===== config.mk =====
export PLATFORM = sky130hd
export DESIGN_NAME = hstp_master
export DESIGN_NICKNAME = d
export VERILOG_FILES = /design/src/hstp_pkg.sv /design/src/hstp_master.sv /design/src/hstp_fifo.sv
export SDC_FILE = /design/constraint.sdc
export NUM_CORES = 1
export LEC_CHECK = 0
export ABC_CLOCK_PERIOD_IN_PS = 5850
export BUFFER_PORTS_ARGS = -buffer_cell sky130_fd_sc_hd__clkbuf_2
export CORE_ASPECT_RATIO = 0.9
export CORE_UTILIZATION = 25
export CTS_CLUSTER_SIZE = 10
export DETAILED_ROUTE_END_ITERATION = 7
export SKIP_CTS_REPAIR_TIMING = 1
export SLEW_MARGIN = 20
export SYNTH_ARGS = -nofsm -noshare
export SYNTH_HDL_FRONTEND = slang
export SYNTH_HIERARCHICAL = 1
export SYNTH_SLANG_ARGS = --single-unit

===== constraint.sdc =====
create_clock -name i_core_clk -period 5.85 [get_ports i_core_clk]
set_clock_uncertainty 0.15 [all_clocks]
set_input_delay 0.2925 -clock i_core_clk [delete_from_list [all_inputs] [get_ports i_core_clk]]
set_output_delay 0.2925 -clock i_core_clk [all_outputs]
set_load 0.01 [all_outputs]

===== src/hstp_pkg.sv =====
// Shared constants and types for the two-wire bus host controller.
`default_nettype none

package hstp_pkg;

  // Core clock rate and the fastest bus rate we drive.
  localparam int unsigned HSTP_CORE_KHZ = 40000;
  localparam int unsigned HSTP_SCL_KBPS = 400;

  // One bus bit is four quarter phases; a quarter rounds up to whole cycles.
  localparam logic [7:0] HSTP_QTR_CYC =
    8'((HSTP_CORE_KHZ + 4 * HSTP_SCL_KBPS - 1) / (4 * HSTP_SCL_KBPS));

  // Byte geometry: eight data bits and one acknowledge slot.
  localparam int unsigned HSTP_BYTE_W = 8;
  localparam logic [3:0] HSTP_ACK_BIT = 4'h8;

  // Seven-bit target address of the device on the bus.
  localparam logic [6:0] HSTP_DEV_ADDR = 7'h6b;

  // Direction bit values that follow the target address.
  localparam logic HSTP_DIR_WRITE = 1'b0;
  localparam logic HSTP_DIR_READ = 1'b1;

  // Write data buffer depth.
  localparam int unsigned HSTP_FIFO_DEPTH = 16;

  // Values after reset.
  localparam logic [7:0] HSTP_BYTE_RST = 8'h00;
  localparam logic [7:0] HSTP_CNT_RST = 8'h00;
  localparam logic [3:0] HSTP_BITN_RST = 4'h0;
  localparam logic [1:0] HSTP_SYNC_RST = 2'h3;

  // Bus sequencer states.
  typedef enum logic [1:0] {
    ST_IDLE,
    ST_START,
    ST_BIT,
    ST_STOP
  } hstp_state_t;

  // Which byte of a transfer is on the wire.
  typedef enum logic [2:0] {
    STG_ADDRW,
    STG_REG,
    STG_WDATA,
    STG_ADDRR,
    STG_RDATA
  } hstp_stage_t;

endpackage : hstp_pkg

`default_nettype wire


===== src/hstp_master.sv =====
// Two-wire bus host that writes and reads the registers of a target device.
`default_nettype none

// Notes on behaviour
// - The bus runs at fast-mode rate, 400 kbit/s, which also serves 100 kbit/s targets.
// - Data changes only while the clock is low, and each bit gets one clock pulse.
// - Start is a data fall while the clock is high and stop is a data rise while it is high.
// - Only this host makes start and stop, and the bus is busy from start to stop.
// - Every byte is eight bits and a transfer carries any number of bytes; here 1 to 256 data bytes, i_cmd_len plus one.
// - Bytes go most significant bit first and each one is followed by an acknowledge bit.
// - The host makes every clock pulse, the ninth acknowledge pulse included.
// - The sender releases data in the ninth pulse and a high level there ends the transfer.
// - A start is followed by the seven-bit target address and a direction bit, 0 write.
// - A read sends the register address, restarts in read direction, and refuses the last byte.
module hstp_master (
  input wire logic i_core_clk,
  input wire logic i_resetn,
  input wire logic i_cmd_valid,
  output logic o_cmd_ready,
  input wire logic i_cmd_read,
  input wire logic [hstp_pkg::HSTP_BYTE_W-1:0] i_cmd_reg,
  input wire logic [hstp_pkg::HSTP_BYTE_W-1:0] i_cmd_len,
  input wire logic i_wr_valid,
  output logic o_wr_ready,
  input wire logic [hstp_pkg::HSTP_BYTE_W-1:0] i_wr_data,
  output logic o_rd_valid,
  input wire logic i_rd_ready,
  output logic [hstp_pkg::HSTP_BYTE_W-1:0] o_rd_data,
  output logic o_done,
  output logic o_nack,
  output logic o_busy,
  input wire logic i_scl,
  output logic o_scl,
  output logic o_scl_oe,
  input wire logic i_sda,
  output logic o_sda,
  output logic o_sda_oe
);
  import hstp_pkg::*;

  hstp_state_t st_r;
  hstp_stage_t stg_r;
  logic [1:0] scl_sync_r;
  logic [1:0] sda_sync_r;
  logic [7:0] cnt_r;
  logic [1:0] q_r;
  logic [3:0] bitn_r;
  logic [7:0] sh_r;
  logic [7:0] reg_r;
  logic [7:0] len_r;
  logic [7:0] left_r;
  logic [7:0] rd_data_r;
  logic rnw_r;
  logic scl_oe_r;
  logic sda_oe_r;
  logic ack_fail_r;
  logic nack_r;
  logic done_r;
  logic rd_valid_r;
  logic fifo_valid;
  logic [7:0] fifo_data;

  // Both pins come from outside; two flops before anything looks at them.
  always_ff @(posedge i_core_clk or negedge i_resetn) begin
    if (!i_resetn) begin
      scl_sync_r <= HSTP_SYNC_RST;
      sda_sync_r <= HSTP_SYNC_RST;
    end else begin
      scl_sync_r <= {scl_sync_r[0], i_scl};
      sda_sync_r <= {sda_sync_r[0], i_sda};
    end
  end

  wire scl_s = scl_sync_r[1];
  wire sda_s = sda_sync_r[1];

  // Phase decode for the current bit or bus condition.
  wire last_bit = (bitn_r == HSTP_ACK_BIT);
  wire tx_now = (stg_r != STG_RDATA);
  wire in_bit = (st_r == ST_BIT);
  wire byte_end = in_bit && (q_r == 2'd3) && last_bit;
  wire more_rd = (left_r != HSTP_BYTE_RST);

  // Released clock that still reads low means the target is stretching it.
  wire stretch = (st_r != ST_IDLE) && (q_r == 2'd2) && !scl_oe_r && !scl_s;

  // A write byte is due next unless the target has just refused.
  wire want_load = !ack_fail_r && (((stg_r == STG_REG) && !rnw_r) ||
                   ((stg_r == STG_WDATA) && more_rd));

  // The clock stays high after the acknowledge while the buffer is dry, and low while the reader is slow.
  wire fifo_wait = byte_end && want_load && !fifo_valid;
  wire rd_wait = in_bit && (stg_r == STG_RDATA) && last_bit && (q_r == 2'd0) && rd_valid_r;
  wire hold = stretch || fifo_wait || rd_wait;
  wire tick = (cnt_r == HSTP_QTR_CYC - 8'd1) && !hold;
  wire pop = tick && byte_end && want_load;
  wire capture = tick && in_bit && (q_r == 2'd0) && last_bit && (stg_r == STG_RDATA);

  // Write bytes wait here until the sequencer pulls them off.
  hstp_fifo #(
    .WIDTH(HSTP_BYTE_W),
    .DEPTH(HSTP_FIFO_DEPTH)
  ) u_wr_fifo (
    .i_core_clk(i_core_clk),
    .i_resetn(i_resetn),
    .i_in_valid(i_wr_valid),
    .o_in_ready(o_wr_ready),
    .i_in_data(i_wr_data),
    .o_out_valid(fifo_valid),
    .i_out_ready(pop),
    .o_out_data(fifo_data)
  );

  // Level put on data at the start of a bit: data bit, or our acknowledge.
  wire sda_drive = last_bit ? (!tx_now && more_rd) : (tx_now && !sh_r[7]);

  assign o_cmd_ready = (st_r == ST_IDLE);
  assign o_busy = (st_r != ST_IDLE);
  assign o_scl = 1'b0;
  assign o_sda = 1'b0;
  assign o_scl_oe = scl_oe_r;
  assign o_sda_oe = sda_oe_r;
  assign o_rd_valid = rd_valid_r;
  assign o_rd_data = rd_data_r;
  assign o_done = done_r;
  assign o_nack = nack_r;

  // Quarter-phase timer; it freezes on a stretched clock, a dry buffer or a slow reader.
  always_ff @(posedge i_core_clk or negedge i_resetn) begin
    if (!i_resetn) begin
      cnt_r <= HSTP_CNT_RST;
    end else if ((st_r == ST_IDLE) || tick) begin
      cnt_r <= HSTP_CNT_RST;
    end else if (!hold) begin
      cnt_r <= cnt_r + 8'd1;
    end
  end

  // Read byte hand-off; a new byte is only captured once the old one is gone.
  always_ff @(posedge i_core_clk or negedge i_resetn) begin
    if (!i_resetn) begin
      rd_valid_r <= 1'b0;
    end else if (capture) begin
      rd_valid_r <= 1'b1;
    end else if (i_rd_ready) begin
      rd_valid_r <= 1'b0;
    end
  end

  // Bus sequencer. Every bus action happens on a quarter tick so that data
  // never moves in the same quarter in which the clock is released.
  always_ff @(posedge i_core_clk or negedge i_resetn) begin
    if (!i_resetn) begin
      st_r <= ST_IDLE;
      stg_r <= STG_ADDRW;
      q_r <= 2'd0;
      bitn_r <= HSTP_BITN_RST;
      sh_r <= HSTP_BYTE_RST;
      reg_r <= HSTP_BYTE_RST;
      len_r <= HSTP_BYTE_RST;
      left_r <= HSTP_BYTE_RST;
      rd_data_r <= HSTP_BYTE_RST;
      rnw_r <= 1'b0;
      scl_oe_r <= 1'b0;
      sda_oe_r <= 1'b0;
      ack_fail_r <= 1'b0;
      nack_r <= 1'b0;
      done_r <= 1'b0;
    end else begin
      done_r <= 1'b0;
      case (st_r)
        ST_IDLE: begin
          if (i_cmd_valid) begin
            st_r <= ST_START;
            stg_r <= STG_ADDRW;
            rnw_r <= i_cmd_read;
            reg_r <= i_cmd_reg;
            len_r <= i_cmd_len;
            q_r <= 2'd0;
            nack_r <= 1'b0;
          end
        end
        ST_START: begin
          if (tick) begin
            q_r <= q_r + 2'd1;
            case (q_r)
              2'd0: sda_oe_r <= 1'b0;
              2'd1: scl_oe_r <= 1'b0;
              2'd2: sda_oe_r <= 1'b1;
              default: begin
                scl_oe_r <= 1'b1;
                st_r <= ST_BIT;
                bitn_r <= HSTP_BITN_RST;
                // Own target address, then the direction bit.
                sh_r <= {HSTP_DEV_ADDR, (stg_r == STG_ADDRR) ? HSTP_DIR_READ
                                                             : HSTP_DIR_WRITE};
              end
            endcase
          end
        end
        ST_BIT: begin
          if (tick) begin
            q_r <= q_r + 2'd1;
            case (q_r)
              2'd0: begin
                sda_oe_r <= sda_drive;
                if (capture) begin
                  rd_data_r <= sh_r;
                end
              end
              2'd1: scl_oe_r <= 1'b0;
              2'd2: begin
                if (last_bit) begin
                  ack_fail_r <= tx_now && sda_s;
                end else begin
                  sh_r <= {sh_r[6:0], sda_s};
                end
              end
              default: begin
                scl_oe_r <= 1'b1;
                if (!last_bit) begin
                  bitn_r <= bitn_r + 4'd1;
                end else begin
                  bitn_r <= HSTP_BITN_RST;
                  if (tx_now && ack_fail_r) begin
                    // Refused address or byte: give the bus back.
                    st_r <= ST_STOP;
                    nack_r <= 1'b1;
                  end else begin
                    case (stg_r)
                      STG_ADDRW: begin
                        stg_r <= STG_REG;
                        sh_r <= reg_r;
                      end
                      STG_REG: begin
                        if (rnw_r) begin
                          st_r <= ST_START;
                          stg_r <= STG_ADDRR;
                        end else begin
                          stg_r <= STG_WDATA;
                          sh_r <= fifo_data;
                          left_r <= len_r;
                        end
                      end
                      STG_WDATA: begin
                        // The target steps its pointer, so bytes just follow.
                        if (!more_rd) begin
                          st_r <= ST_STOP;
                        end else begin
                          sh_r <= fifo_data;
                          left_r <= left_r - 8'd1;
                        end
                      end
                      STG_ADDRR: begin
                        stg_r <= STG_RDATA;
                        left_r <= len_r;
                      end
                      default: begin
                        if (!more_rd) begin
                          st_r <= ST_STOP;
                        end else begin
                          left_r <= left_r - 8'd1;
                        end
                      end
                    endcase
                  end
                end
              end
            endcase
          end
        end
        default: begin
          if (tick) begin
            q_r <= q_r + 2'd1;
            case (q_r)
              2'd0: sda_oe_r <= 1'b1;
              2'd1: scl_oe_r <= 1'b0;
              2'd2: sda_oe_r <= 1'b0;
              default: begin
                st_r <= ST_IDLE;
                done_r <= 1'b1;
              end
            endcase
          end
        end
      endcase
    end
  end
endmodule : hstp_master

`default_nettype wire


===== src/hstp_fifo.sv =====
// Parameterised first-in first-out buffer with valid and ready on both sides.
`default_nettype none

module hstp_fifo #(
  parameter int unsigned WIDTH = 8,
  parameter int unsigned DEPTH = 16
) (
  input wire logic i_core_clk,
  input wire logic i_resetn,
  input wire logic i_in_valid,
  output logic o_in_ready,
  input wire logic [WIDTH-1:0] i_in_data,
  output logic o_out_valid,
  input wire logic i_out_ready,
  output logic [WIDTH-1:0] o_out_data
);
  import hstp_pkg::*;

  localparam int unsigned AW = $clog2(DEPTH);
  localparam logic [AW:0] PTR_ONE = {{AW{1'b0}}, 1'b1};
  localparam logic [AW:0] PTR_RST = '0;

  logic [WIDTH-1:0] mem_r [DEPTH];
  logic [AW:0] wr_ptr_r;
  logic [AW:0] rd_ptr_r;

  // An extra pointer bit tells a full buffer from an empty one.
  wire full = (wr_ptr_r[AW] != rd_ptr_r[AW]) && (wr_ptr_r[AW-1:0] == rd_ptr_r[AW-1:0]);
  wire empty = (wr_ptr_r == rd_ptr_r);
  wire push = i_in_valid && !full;
  wire pop = i_out_ready && !empty;

  assign o_in_ready = !full;
  assign o_out_valid = !empty;
  assign o_out_data = mem_r[rd_ptr_r[AW-1:0]];

  // Storage carries no reset; only the pointers define what is valid.
  always_ff @(posedge i_core_clk) begin
    if (push) begin
      mem_r[wr_ptr_r[AW-1:0]] <= i_in_data;
    end
  end

  // Pointer update.
  always_ff @(posedge i_core_clk or negedge i_resetn) begin
    if (!i_resetn) begin
      wr_ptr_r <= PTR_RST;
      rd_ptr_r <= PTR_RST;
    end else begin
      if (push) begin
        wr_ptr_r <= wr_ptr_r + PTR_ONE;
      end
      if (pop) begin
        rd_ptr_r <= rd_ptr_r + PTR_ONE;
      end
    end
  end

endmodule : hstp_fifo

`default_nettype wire


# Word level (Yosys, flattened, before mapping)
# Memory sizes are Yosys's and may differ from the RTL's.
# Index checks and enable logic that the tools add are counted.
# word_totals
ff_bits,80
ram_bits,128
in_bits,32
elab_cells,215
mem_count,1
# classes
addsub,6
eq_ne,39
n_mux,73
bitwise,4
reduce_logical,71
# memory_table
name,depth,width,read_ports,rd_ports_with_merged_regs,write_ports,line_no,text
u_wr_fifo.mem_r,16,8,1,0,1,hstp_fifo.sv:23,logic [WIDTH-1:0] mem_r [DEPTH];
# op_table
operator,count
$mux W8,12
$pmux W8 S3,2
$pmux W8 S2,2
$logic_and A1 B1 Y1,28
$mux W2,14
$mux W1,22
$reduce_and A11 Y1,2
$mux W4,5
$ne A2 B2 Y1 const B,9
$reduce_and A4 Y1,4
$mux W3,5
$reduce_bool A2 Y1,7
$add A5 B1 Y5 const B,2
$ne A2 B1 Y1 const B,5
$pmux W1 S2,5
$logic_not A1 Y1,9
$ne A3 B3 Y1 const B,3
$pmux W3 S3,1
$add A8 B1 Y8 const B,1
$eq A8 B5 Y1 const B,1
$ne A4 B4 Y1 const B,2
$pmux W4 S2,1
$reduce_and A8 Y1,1
$reduce_bool A8 Y1,1
32 further kinds,49

# Logic depth before layout (Yosys ltp)
# Gate-level depths: netlist (run 1).
# depth
ltp_word,15
ltp_mapped,14
mapped_depth_nobuf,11

# Cells and area by module
# The synthesis (run 1) kept the hierarchy.
# modules_own_cells
mod,n_inst,cells_per_inst,area_per_inst_um2,seq_area_each_um2
hstp_fifo,1,284,5594.1,4093.9
hstp_master,1,382,3891.2,1756.7

# Worst setup path after synthesis (run 1)
# No wires, ideal clock.
# synth_path
path_type,flip-flop to flip-flop
from,register u_wr_fifo.rd_ptr_r[1]
to,register u_wr_fifo.rd_ptr_r[1]
setup_time_ns,0.125
t_arrival_ns,2.566
required_time_ns,5.575
slack_ns,3.009
stages_incl_launch_ff,13
path_buffers,3
synth_period_minus_slack_ns,2.841
path_cell_list,dfrtp_1 buf_6 xnor2_1 nand4_2 buf_4 or2_2 nor4_1 o21ai_2 nand2_2 buf_2 nor2_1 o21ai_1 mux2_2
# synth_via
elab_chain_len,9
word_cells_on_any_way,11
cone_classes,add/sub: 1; eq/ne: 1; reduce/logical: 9
# synth_lines
item,line_no,text
"start, declared",hstp_fifo.sv:25,logic [AW:0] rd_ptr_r;
"start signal, assigned",hstp_fifo.sv:54,rd_ptr_r <= rd_ptr_r + PTR_ONE;
$eq A5 B5 Y1,hstp_fifo.sv:29,wire empty = (wr_ptr_r == rd_ptr_r);
$logic_and A1 B1 Y1,hstp_master.sv:92,wire fifo_wait = byte_end && want_load && !fifo_valid;
$logic_or A1 B1 Y1 (2 in a row),hstp_master.sv:94,wire hold = stretch || fifo_wait || rd_wait;
$logic_not A1 Y1,--,
$logic_and A1 B1 Y1,hstp_master.sv:95,wire tick = (cnt_r == HSTP_QTR_CYC - 8'd1) && !hold;
$logic_and A1 B1 Y1 (2 in a row),hstp_master.sv:96,wire pop = tick && byte_end && want_load;
net pop,hstp_master.sv:96,
$logic_and A1 B1 Y1,hstp_fifo.sv:31,wire pop = i_out_ready && !empty;
# The timed path passes the listed nets, and every way through them passes these cells.
# A chain may end at the register's enable or synchronous reset.

# Worst setup path after layout (run 1)
# layout_path
from,register st_r[0]
to,register sh_r[7]
# layout_via
elab_chain_len,11
word_cells_on_any_way,31
cone_classes,eq/ne: 12; mux: 1; reduce/logical: 18
# layout_lines
item,line_no,text
"start, declared",hstp_master.sv:41,hstp_state_t st_r;
"start signal, assigned",hstp_master.sv:154,st_r <= ST_IDLE;
"start signal, assigned",hstp_master.sv:174,st_r <= ST_START;
"start signal, assigned",hstp_master.sv:192,st_r <= ST_BIT;
$eq A2 B2 Y1,"hstp_master.sv:80, hstp_master.sv:171",
$logic_and A1 B1 Y1 (2 in a row),hstp_master.sv:81,wire byte_end = in_bit && (q_r == 2'd3) && last_bit;
$logic_and A1 B1 Y1 (2 in a row),hstp_master.sv:92,
$logic_or A1 B1 Y1 (2 in a row),hstp_master.sv:94,
$logic_not A1 Y1,--,
$logic_and A1 B1 Y1,hstp_master.sv:95,
$ne A2 B2 Y1 (no source line) or $ne A2 B1 Y1 (tied branches),--,
$reduce_and A11 Y1 (no source line),--,
"end signal, assigned",hstp_master.sv:195,"sh_r <= {HSTP_DEV_ADDR, (stg_r == STG_ADDRR) ? HSTP_DIR_READ"
"end signal, assigned",hstp_master.sv:216,"sh_r <= {sh_r[6:0], sda_s};"
"end signal, assigned",hstp_master.sv:233,sh_r <= reg_r;
"end, declared",hstp_master.sv:48,logic [7:0] sh_r;
# Parallel ways exist; a longest one is shown, timed or not.

==> metrics.yaml, run 1 <==
status: "finished, final reports clean"
worst_setup_path_start_kind: "register"
rsz0062_at_grt: "false"
crit_arrival_ns: 3.69
synth_cell_type_count: 75
finalCritPeriodShare_pct: 58.9
grt_usage_pct: 10.8
fin_tns_setup_ns: 0
grtUsageMet3_pct: 1.70
tightest_slew_ns: 1.02
synth_top_area_share_pct: 40.5
wirelength_mm: 20.9
grt-ovfl-total: 0
peakVddDrop_uv: 184
initial_core_util_pct: 25.4
yosys.area.top_type: "edfxtp_1"
diodes: 0
crit_path_start: "st_r[0]"
io_pins: 50
period_needed_ns: 3.44
maxSlewHeadroom_pct: 31.7
worstReg2RegEnd: "sh_r[7]"
critPathMaxFanout: 17
cts_sinks: 208
dr.pass1.iters: 5
grt_max_degree: 79
grt_busiest_layer: "met2"
ys_seq_area_share_pct: 61.7
drv_slew: 0
fillCellCount: 3667
final_cell_mix: "128 x edfxtp_1, 75 x dfrtp_1, 51 x nand2_1, 46 x clkbuf_2, 42 x nor2_1"
final_core_util_pct: 29.9
worstPathRequired_ns: 6.09
drive_above_1_share_pct: 21.8
ys_warn_count: 6
vias: 5724
grt_pass1_wl_mm: 33.0
final_common_cell: "edfxtp_1"
setup_violations: 0
use_met1_pct: 15.8
report.final.hold_viol_count: 0
mappedNetlistArea_um2: 9490
hpwl_mm: 13.8
cts_tree: "yes"
gp_congestion: 0.824
nNetsFinal: 788
clk_latency_ns: 0.51
powerDensity_nw_per_um2: 304
die_y_um: 187
grt_pass1_vias: 5549
area_growth_pct: 17.6
rows: 67
gr-usage-met2_pct: 16.6
max-cap-violations: 0
drc_errors: 0
wl_per_cell_um: 17.0
timing.rr.start: "st_r[0]"
portBuffers: 47
syn_avg_cell_area_um2: 14.2
hold_path.class: "input port to register"
first_iter_violations: 328
clk_pin_slew_ns: 0.05
endpoint: "sh_r[7]"
crit_type: "register to register"
htreeDepth: 1
synthFlopType: "edfxtp_1"
cts_made_buffers: 25
cts_buffer_depth: 3
clockRootBuffer: "clkbuf_16"
ys_ff_latch: 208
r2r_slack_ns: 2.41
dieArea_um2: 38700
antenna_found_initial: 0
postRouteAntennaNets: 0
coreArea_um2: 37300
rr_worst_depth: 8
vias_per_cell: 4.66
synth_edf_count: 128
syn_inst: 666
fmax_ghz: 0.290
worst_setup_path_end_kind: "register"
async_flop_share_pct: 38.5
die_w_um: 207
holdWs_ns: 0.0714
synth_area_leaders: "edfxtp_1 41%, dfrtp_1 20%, mux4_2 5.2%, mux2_2 4.5%, mux4_1 2.8%"
p_leak_nw: 4.19
[flip-flops by register name, indices dropped and copies added (netlist names), 2 cells and up]
name,flops
bitn_r,4
cnt_r,8
left_r,8
len_r,8
o_rd_data,8
q_r,2
reg_r,8
scl_sync_r,2
sda_sync_r,2
sh_r,8
st_r,2
stg_r,3
u_wr_fifo/mem_r,128
u_wr_fifo/rd_ptr_r,5
u_wr_fifo/wr_ptr_r,5
[critical path, cell delays in order (launching register included)]
cell and delay (ns):
dfrtp_1 0.46, inv_1 0.12, ha_1 0.54, nor4b_1 0.19
a41oi_4 0.35, and2b_2 0.24, nand2_2 0.18, nor4_4 0.68
mux2_2 0.41
[cell families (layout without fill, tap and decap cells)]
group / Yosys count / count (layout) / synth area share [%]
AOI/OAI and AO/OA: 113 / 113 / 8.19
and+or+nand+nor: 166 / 166 / 9.10
adders and majority gates: 19 / 19 / 2.51
other: 1 / 2 / 0.0395
DFF: 208 / 208 / 61.7
xor gates and xnor gates: 15 / 15 / 1.39
buffers and inverters: 61 / 140 / 3.22
muxes: 83 / 83 / 13.9
[layout make-up]
cell class | count | area [um2] | area share, %
Clock buffer | 32 | 662 | 5.94
Clock inverter | 4 | 57.6 | 0.516
Inverter | 26 | 97.6 | 0.875
Multi-Input combinational cell | 398 | 3340 | 30.0
Sequential cell | 208 | 5850 | 52.5
Tap cell | 483 | 604 | 5.42
Timing Repair Buffer | 78 | 534 | 4.79
[metal layers]
metal	share of wire (%)	vias to the layer above
met4	2.0	0
met1	48	2860
met3	5.5	27
met5	0	-
li1	-	2667
met2	44	170
[stage by stage]
stage          area [um2]  worst slack (ns)  total power [mW]  instances
6_report            11200              2.41              3.39       1229
3_3_place_gp        10200              2.54              2.02       1169
4_1_cts             10900              2.40              3.44       1205
2_1_floorplan        9490              3.01              1.92        667
5_1_grt             11200              2.15              3.54       1229
3_5_place_dp        10200              2.43              2.03       1169
[power by group]
group	switching (mW)	total, mW	leakage [nW]	internal [mW]
clock network	0.559	1.39	0.349	0.830
logic	0.177	0.278	1.62	0.101
registers	0.0491	1.73	2.22	1.68
total	0.785	3.39	4.19	2.61
[synth_stat cells (10+ instances only)]
master,number
edfxtp_1,128
nor2_1,42
nor3_1,14
buf_2,13
xnor2_1,12
mux2_2,38
ha_1,19
mux4_2,22
dfrtp_1,76
clkbuf_1,11
a21oi_1,19
o21ai_0,29
nand2_1,51
mux4_1,10
inv_1,26
a22oi_1,18
mux2i_1,13
[worst min-delay path by stage]
| stage | cells after the start | endpoint | startpoint |
|---|---|---|---|
| 2_1_floorplan | 0 | ack_fail_r | i_resetn |
| 4_1_cts | 1 | o_done | i_resetn |
| 3_3_place_gp | 1 | o_rd_valid | i_resetn |
| 6_report | 1 | u_wr_fifo/mem_r[7][4] | i_wr_data[4] |
| 5_1_grt | 1 | u_wr_fifo/mem_r[6][4] | i_wr_data[4] |
| 3_5_place_dp | 1 | o_done | i_resetn |
Note: power is estimated with default switching activity, not from simulation.
==> run 2: changes to the inputs <==
- ABC_AREA: default -> 1
- ABC_CLOCK_PERIOD_IN_PS: 5850 -> 3100
- clock period: 5.85 -> 3.1 ns (I/O delays scaled with it)
==> metrics.yaml, run 2 <==
p_int_mw: 5.30
rows: 68
max-cap-violations: 0
die_y_um: 191
rsz0062_at_grt: "false"
grtUsageMet3_pct: 1.93
setup_violations: 0
pwr-share-seq_pct: 46.6
report.final.hold_viol_count: 6
ys_ff_latch: 208
ys_seq_area_share_pct: 59.1
synth_edf_count: 128
swShare_pct: 29.6
peakVddDrop_uv: 380
async_flop_share_pct: 38.5
total_power_mw: 7.52
grt_pass1_wl_mm: 38.1
initial_core_util_pct: 25.6
dp_worst_setup_slack_ns: 0.570
io_pins: 50
critPathMaxFanout: 19
final_cell_mix: "261 x nand2_1, 149 x nor2_1, 128 x edfxtp_1, 85 x o21ai_0, 81 x nand3_1"
final_common_cell: "nand2_1"
hold_path.class: "input port to register"
area_growth_pct: 17.5
dpl_cell_area_um2: 10700
synth_cell_type_count: 42
htreeDepth: 1
period_needed_ns: 2.60
multiInputGateArea_um2: 3520
fmax_ghz: 0.385
synth_area_leaders: "edfxtp_1 39%, dfrtp_1 19%, nand2_1 9.9%, nor2_1 5.7%, o21ai_0 4.3%"
nNetsFinal: 1176
ys_top_cells_by_count: "261 x nand2_1, 149 x nor2_1, 128 x edfxtp_1, 85 x o21ai_0, 81 x nand3_1"
cts_sinks: 208
final_core_util_pct: 30.0
die_w_um: 212
wl_per_cell_um: 14.2
cts_buffer_depth: 3
ys_warn_count: 6
hpwl_mm: 15.9
clk_latency_ns: 0.51
p_sw_mw: 2.23
fin_tns_setup_ns: 0
status: "finished, violations left"
vias_per_cell: 4.39
drv_slew: 0
diodes: 0
holdWs_ns: -0.0349
grt_usage_pct: 11.9
drc_errors: 0
synth_top_area_share_pct: 38.8
portBuffers: 47
worstPathRequired_ns: 3.36
dieArea_um2: 40400
grt-ovfl-total: 0
grt_busiest_layer: "met2"
fillCellCount: 4049
largest_register_ffs: 128
first_iter_violations: 538
mappedNetlistArea_um2: 9900
antenna_found_initial: 0
violations: "negative hold slack"
gr-usage-met2_pct: 19.2
wirelength_mm: 23.7
final_cells: 1663
grt_max_degree: 81
yosys.area.top_type: "edfxtp_1"
comb_power_share_pct: 19.6
fin_ws_ns: 0.504
dp.cells: 1597
use_met1_pct: 16.0
powerDensity_nw_per_um2: 647
p_leak_nw: 4.82
synthFlopType: "edfxtp_1"
coreArea_um2: 38700
syn_avg_cell_area_um2: 9.42
postRouteAntennaNets: 0
pwr-share-clk_pct: 33.8
gp_congestion: 0.875
clk_pin_slew_ns: 0.06
maxSlewHeadroom_pct: 40.9
vias: 7308
final_cell_area_um2: 11600
clockRootBuffer: "clkbuf_16"
cts_made_buffers: 25
drive_above_1_share_pct: 12.1
crit_type: "register to register"
worst_setup_path_start_kind: "register"
cts_tree: "yes"
yosysMostFrequentCell: "nand2_1"
crit_arrival_ns: 2.85
grt_pass1_vias: 7081
syn_inst: 1051
dr.pass1.iters: 5
finalCritPeriodShare_pct: 83.8
tightest_slew_ns: 0.883
regArea_um2: 5850
worst_setup_path_end_kind: "register"
run 2: power groups by stage:
stage	clock network, mW	registers, mW	logic, mW
floorplan	0	3.48	1.09
global placement	0	3.55	1.43
detailed placement	0	3.56	1.44
CTS	2.62	3.51	1.45
global route	2.74	3.54	1.67
finish	2.54	3.51	1.47
run 2: final timing paths:
check	depth (start not counted)	from	slack, ns	endpoint
worst max-delay path	13	st_r[0]	0.50	st_r[0]
worst min-delay path	4	i_cmd_valid	-0.03	q_r[1]
worst max register to register	13	st_r[0]	0.50	st_r[0]
worst min register to register	0	sda_sync_r[0]	0.21	sda_sync_r[1]
max in group asynchronous	2	i_resetn	2.17	u_wr_fifo/rd_ptr_r[0]
min in group asynchronous	2	i_resetn	0.06	cnt_r[3]
run 2: cell families after synthesis:
| family | count (synthesis) | share of synthesized area (%) |
|---|---|---|
| AOI/OAI and AO/OA | 143 | 7.59 |
| xor gates and xnor gates | 10 | 0.885 |
| adders and majority gates | 19 | 2.40 |
| buffers and inverters | 121 | 5.32 |
| DFF | 208 | 59.1 |
| muxes | 11 | 1.25 |
| other | 1 | 0.0379 |
| and+or+nand+nor | 538 | 23.4 |
run 2: critical path: stages (launching register included):
cell	delay (ns)
dfrtp_1	0.40
inv_1	0.11
ha_1	0.32
buf_4	0.25
inv_1	0.30
nand2_1	0.13
nand2_1	0.09
nand3_1	0.09
nor2_1	0.11
nand3_1	0.08
a21oi_1	0.23
nand2_1	0.11
nand2_1	0.07
nand2_1	0.05
run 2: layer usage:
metal  routed length [um]  vias to the layer above
met1                11000                     3441
met3                 1090                       46
met2                10900                      176
met4                  690                        0
met5                    0                        -
li1                     -                     3645
run 2: final cells by class:
| cell class | count | area share [%] |
|---|---|---|
| sequential | 208 | 50.3 |
| multi-input combinational | 723 | 30.3 |
| clock buffer | 38 | 5.89 |
| tap | 525 | 5.65 |
| timing repair buffer | 85 | 5.09 |
| inverter | 82 | 2.65 |
| clock inverter | 2 | 0.108 |
==> run 3: changes to the inputs <==
- ABC_CLOCK_PERIOD_IN_PS: 3100 -> 2640
- clock period: 3.1 -> 2.64 ns (I/O delays scaled with it)
==> metrics.yaml, run 3 (same netlist as run 2, synthesis figures left out) <==
status: "finished, violations left"
violations: "negative hold slack"
final_cells: 1681
tightest_slew_ns: 0.910
grtUsageMet3_pct: 1.70
fin_tns_setup_ns: 0
io_pins: 50
fin_ws_ns: 0.248
period_needed_ns: 2.39
dieArea_um2: 40400
cts_buffer_depth: 3
path_delay_family: "simple AND/OR/NAND/NOR gates"
cpMaxStageDelayCell: "dfrtp_1"
wirelength_mm: 24.7
first_iter_violations: 703
comb_power_share_pct: 19.7
drive_above_1_share_pct: 13.4
clk_latency_ns: 0.52
hold_path.class: "input port to register"
grt_busiest_layer: "met2"
antenna_found_initial: 0
swShare_pct: 29.9
total_power_mw: 9.03
final_core_util_pct: 30.5
pwr-share-clk_pct: 34.6
dp_worst_setup_slack_ns: 0.242
final_cell_area_um2: 11800
dr.pass1.iters: 5
largest_register_ffs: 128
htreeDepth: 1
clk_pin_slew_ns: 0.06
worst_setup_path_start_kind: "register"
multiInputGateArea_um2: 3530
max-cap-violations: 0
worst_setup_path_end_kind: "register"
rsz0062_at_grt: "false"
grt-ovfl-total: 0
gp_congestion: 0.888
peakVddDrop_uv: 405
vias: 7470
wl_per_cell_um: 14.7
cpMostUsedCell: "nand2_1"
cts_sinks: 208
p_leak_nw: 4.91
dpl_cell_area_um2: 10800
rows: 68
worstPathCellList: "inv_1 -> ha_1 -> buf_4 -> inv_1 -> nand2_1 -> nand2_1 -> nand3_1 -> nor2_1 -> nand3_1 -> a21oi_1 -> nand2_1 -> nand2_1 -> nand2_1"
cts_made_buffers: 25
worstPathRequired_ns: 2.90
maxSlewHeadroom_pct: 39.1
powerDensity_nw_per_um2: 766
worst_path_largest_cell_delay_ns: 0.39
clockRootBuffer: "clkbuf_16"
coreArea_um2: 38700
p_sw_mw: 2.70
grt_pass1_vias: 7246
use_met1_pct: 17.2
hpwl_mm: 16.5
finalCritPeriodShare_pct: 90.6
regArea_um2: 5850
area_growth_pct: 19.2
grt_usage_pct: 12.4
crit_type: "register to register"
pwr-share-seq_pct: 45.7
drv_slew: 0
crit_arrival_ns: 2.65
diodes: 0
report.final.hold_viol_count: 7
grt_max_degree: 66
nNetsFinal: 1189
fmax_ghz: 0.418
die_y_um: 191
path_buf_inv: 3
fillCellCount: 3996
critPathMaxFanout: 19
initial_core_util_pct: 25.6
gr-usage-met2_pct: 20.1
die_w_um: 212
holdWs_ns: -0.00391
p_int_mw: 6.33
final_common_cell: "nand2_1"
dp.cells: 1609
drc_errors: 0
cts_tree: "yes"
vias_per_cell: 4.44
postRouteAntennaNets: 0
grt_pass1_wl_mm: 39.8
portBuffers: 47
final_cell_mix: "260 x nand2_1, 148 x nor2_1, 128 x edfxtp_1, 85 x o21ai_0, 81 x nand3_1"
setup_violations: 0
## run 3: cell types whose count changed in the layout (fill, tap and decap cells not counted), sizes merged
cell | previous run | this run
dlygate4sd3 | 26 | 27
buf | 13 | 25
clkbuf | 84 | 89
## run 3: per-layer routing
layer  vias up  wire length [um]
met2       137             11600
met4         0               466
met5         -                 0
li1       3674                 -
met3        34              1010
met1      3625             11600
## run 3: power groups by stage
stage / Sequential, mW / Combinational (mW) / Clock [mW]
6_report: 4.13 / 1.78 / 3.13
5_1_grt: 4.17 / 2.02 / 3.34
4_1_cts: 4.12 / 1.75 / 3.21
3_5_place_dp: 4.19 / 1.74 / 0
3_3_place_gp: 4.17 / 1.71 / 0
2_1_floorplan: 4.09 / 1.28 / 0
## run 3: layout make-up
type                       instances  area share (%)
clock inverter                     2           0.117
sequential                       208            49.6
inverter                          82            2.61
tap                              525            5.57
timing repair buffer              98            6.05
multi-input combinational        723            29.9
clock buffer                      43            6.13
## run 3: final timing paths
path,startpoint,end,slack [ns],cells past startpoint
worst min-delay path,i_wr_data[6],u_wr_fifo/mem_r[10][6],-0.004,1
max in group asynchronous,i_resetn,sda_sync_r[0],1.62,3
worst max-delay path,st_r[0],st_r[1],0.25,13
worst max register to register,st_r[0],st_r[1],0.25,13
min in group asynchronous,i_resetn,cnt_r[0],0.02,2
worst min register to register,scl_sync_r[0],scl_sync_r[1],0.21,0
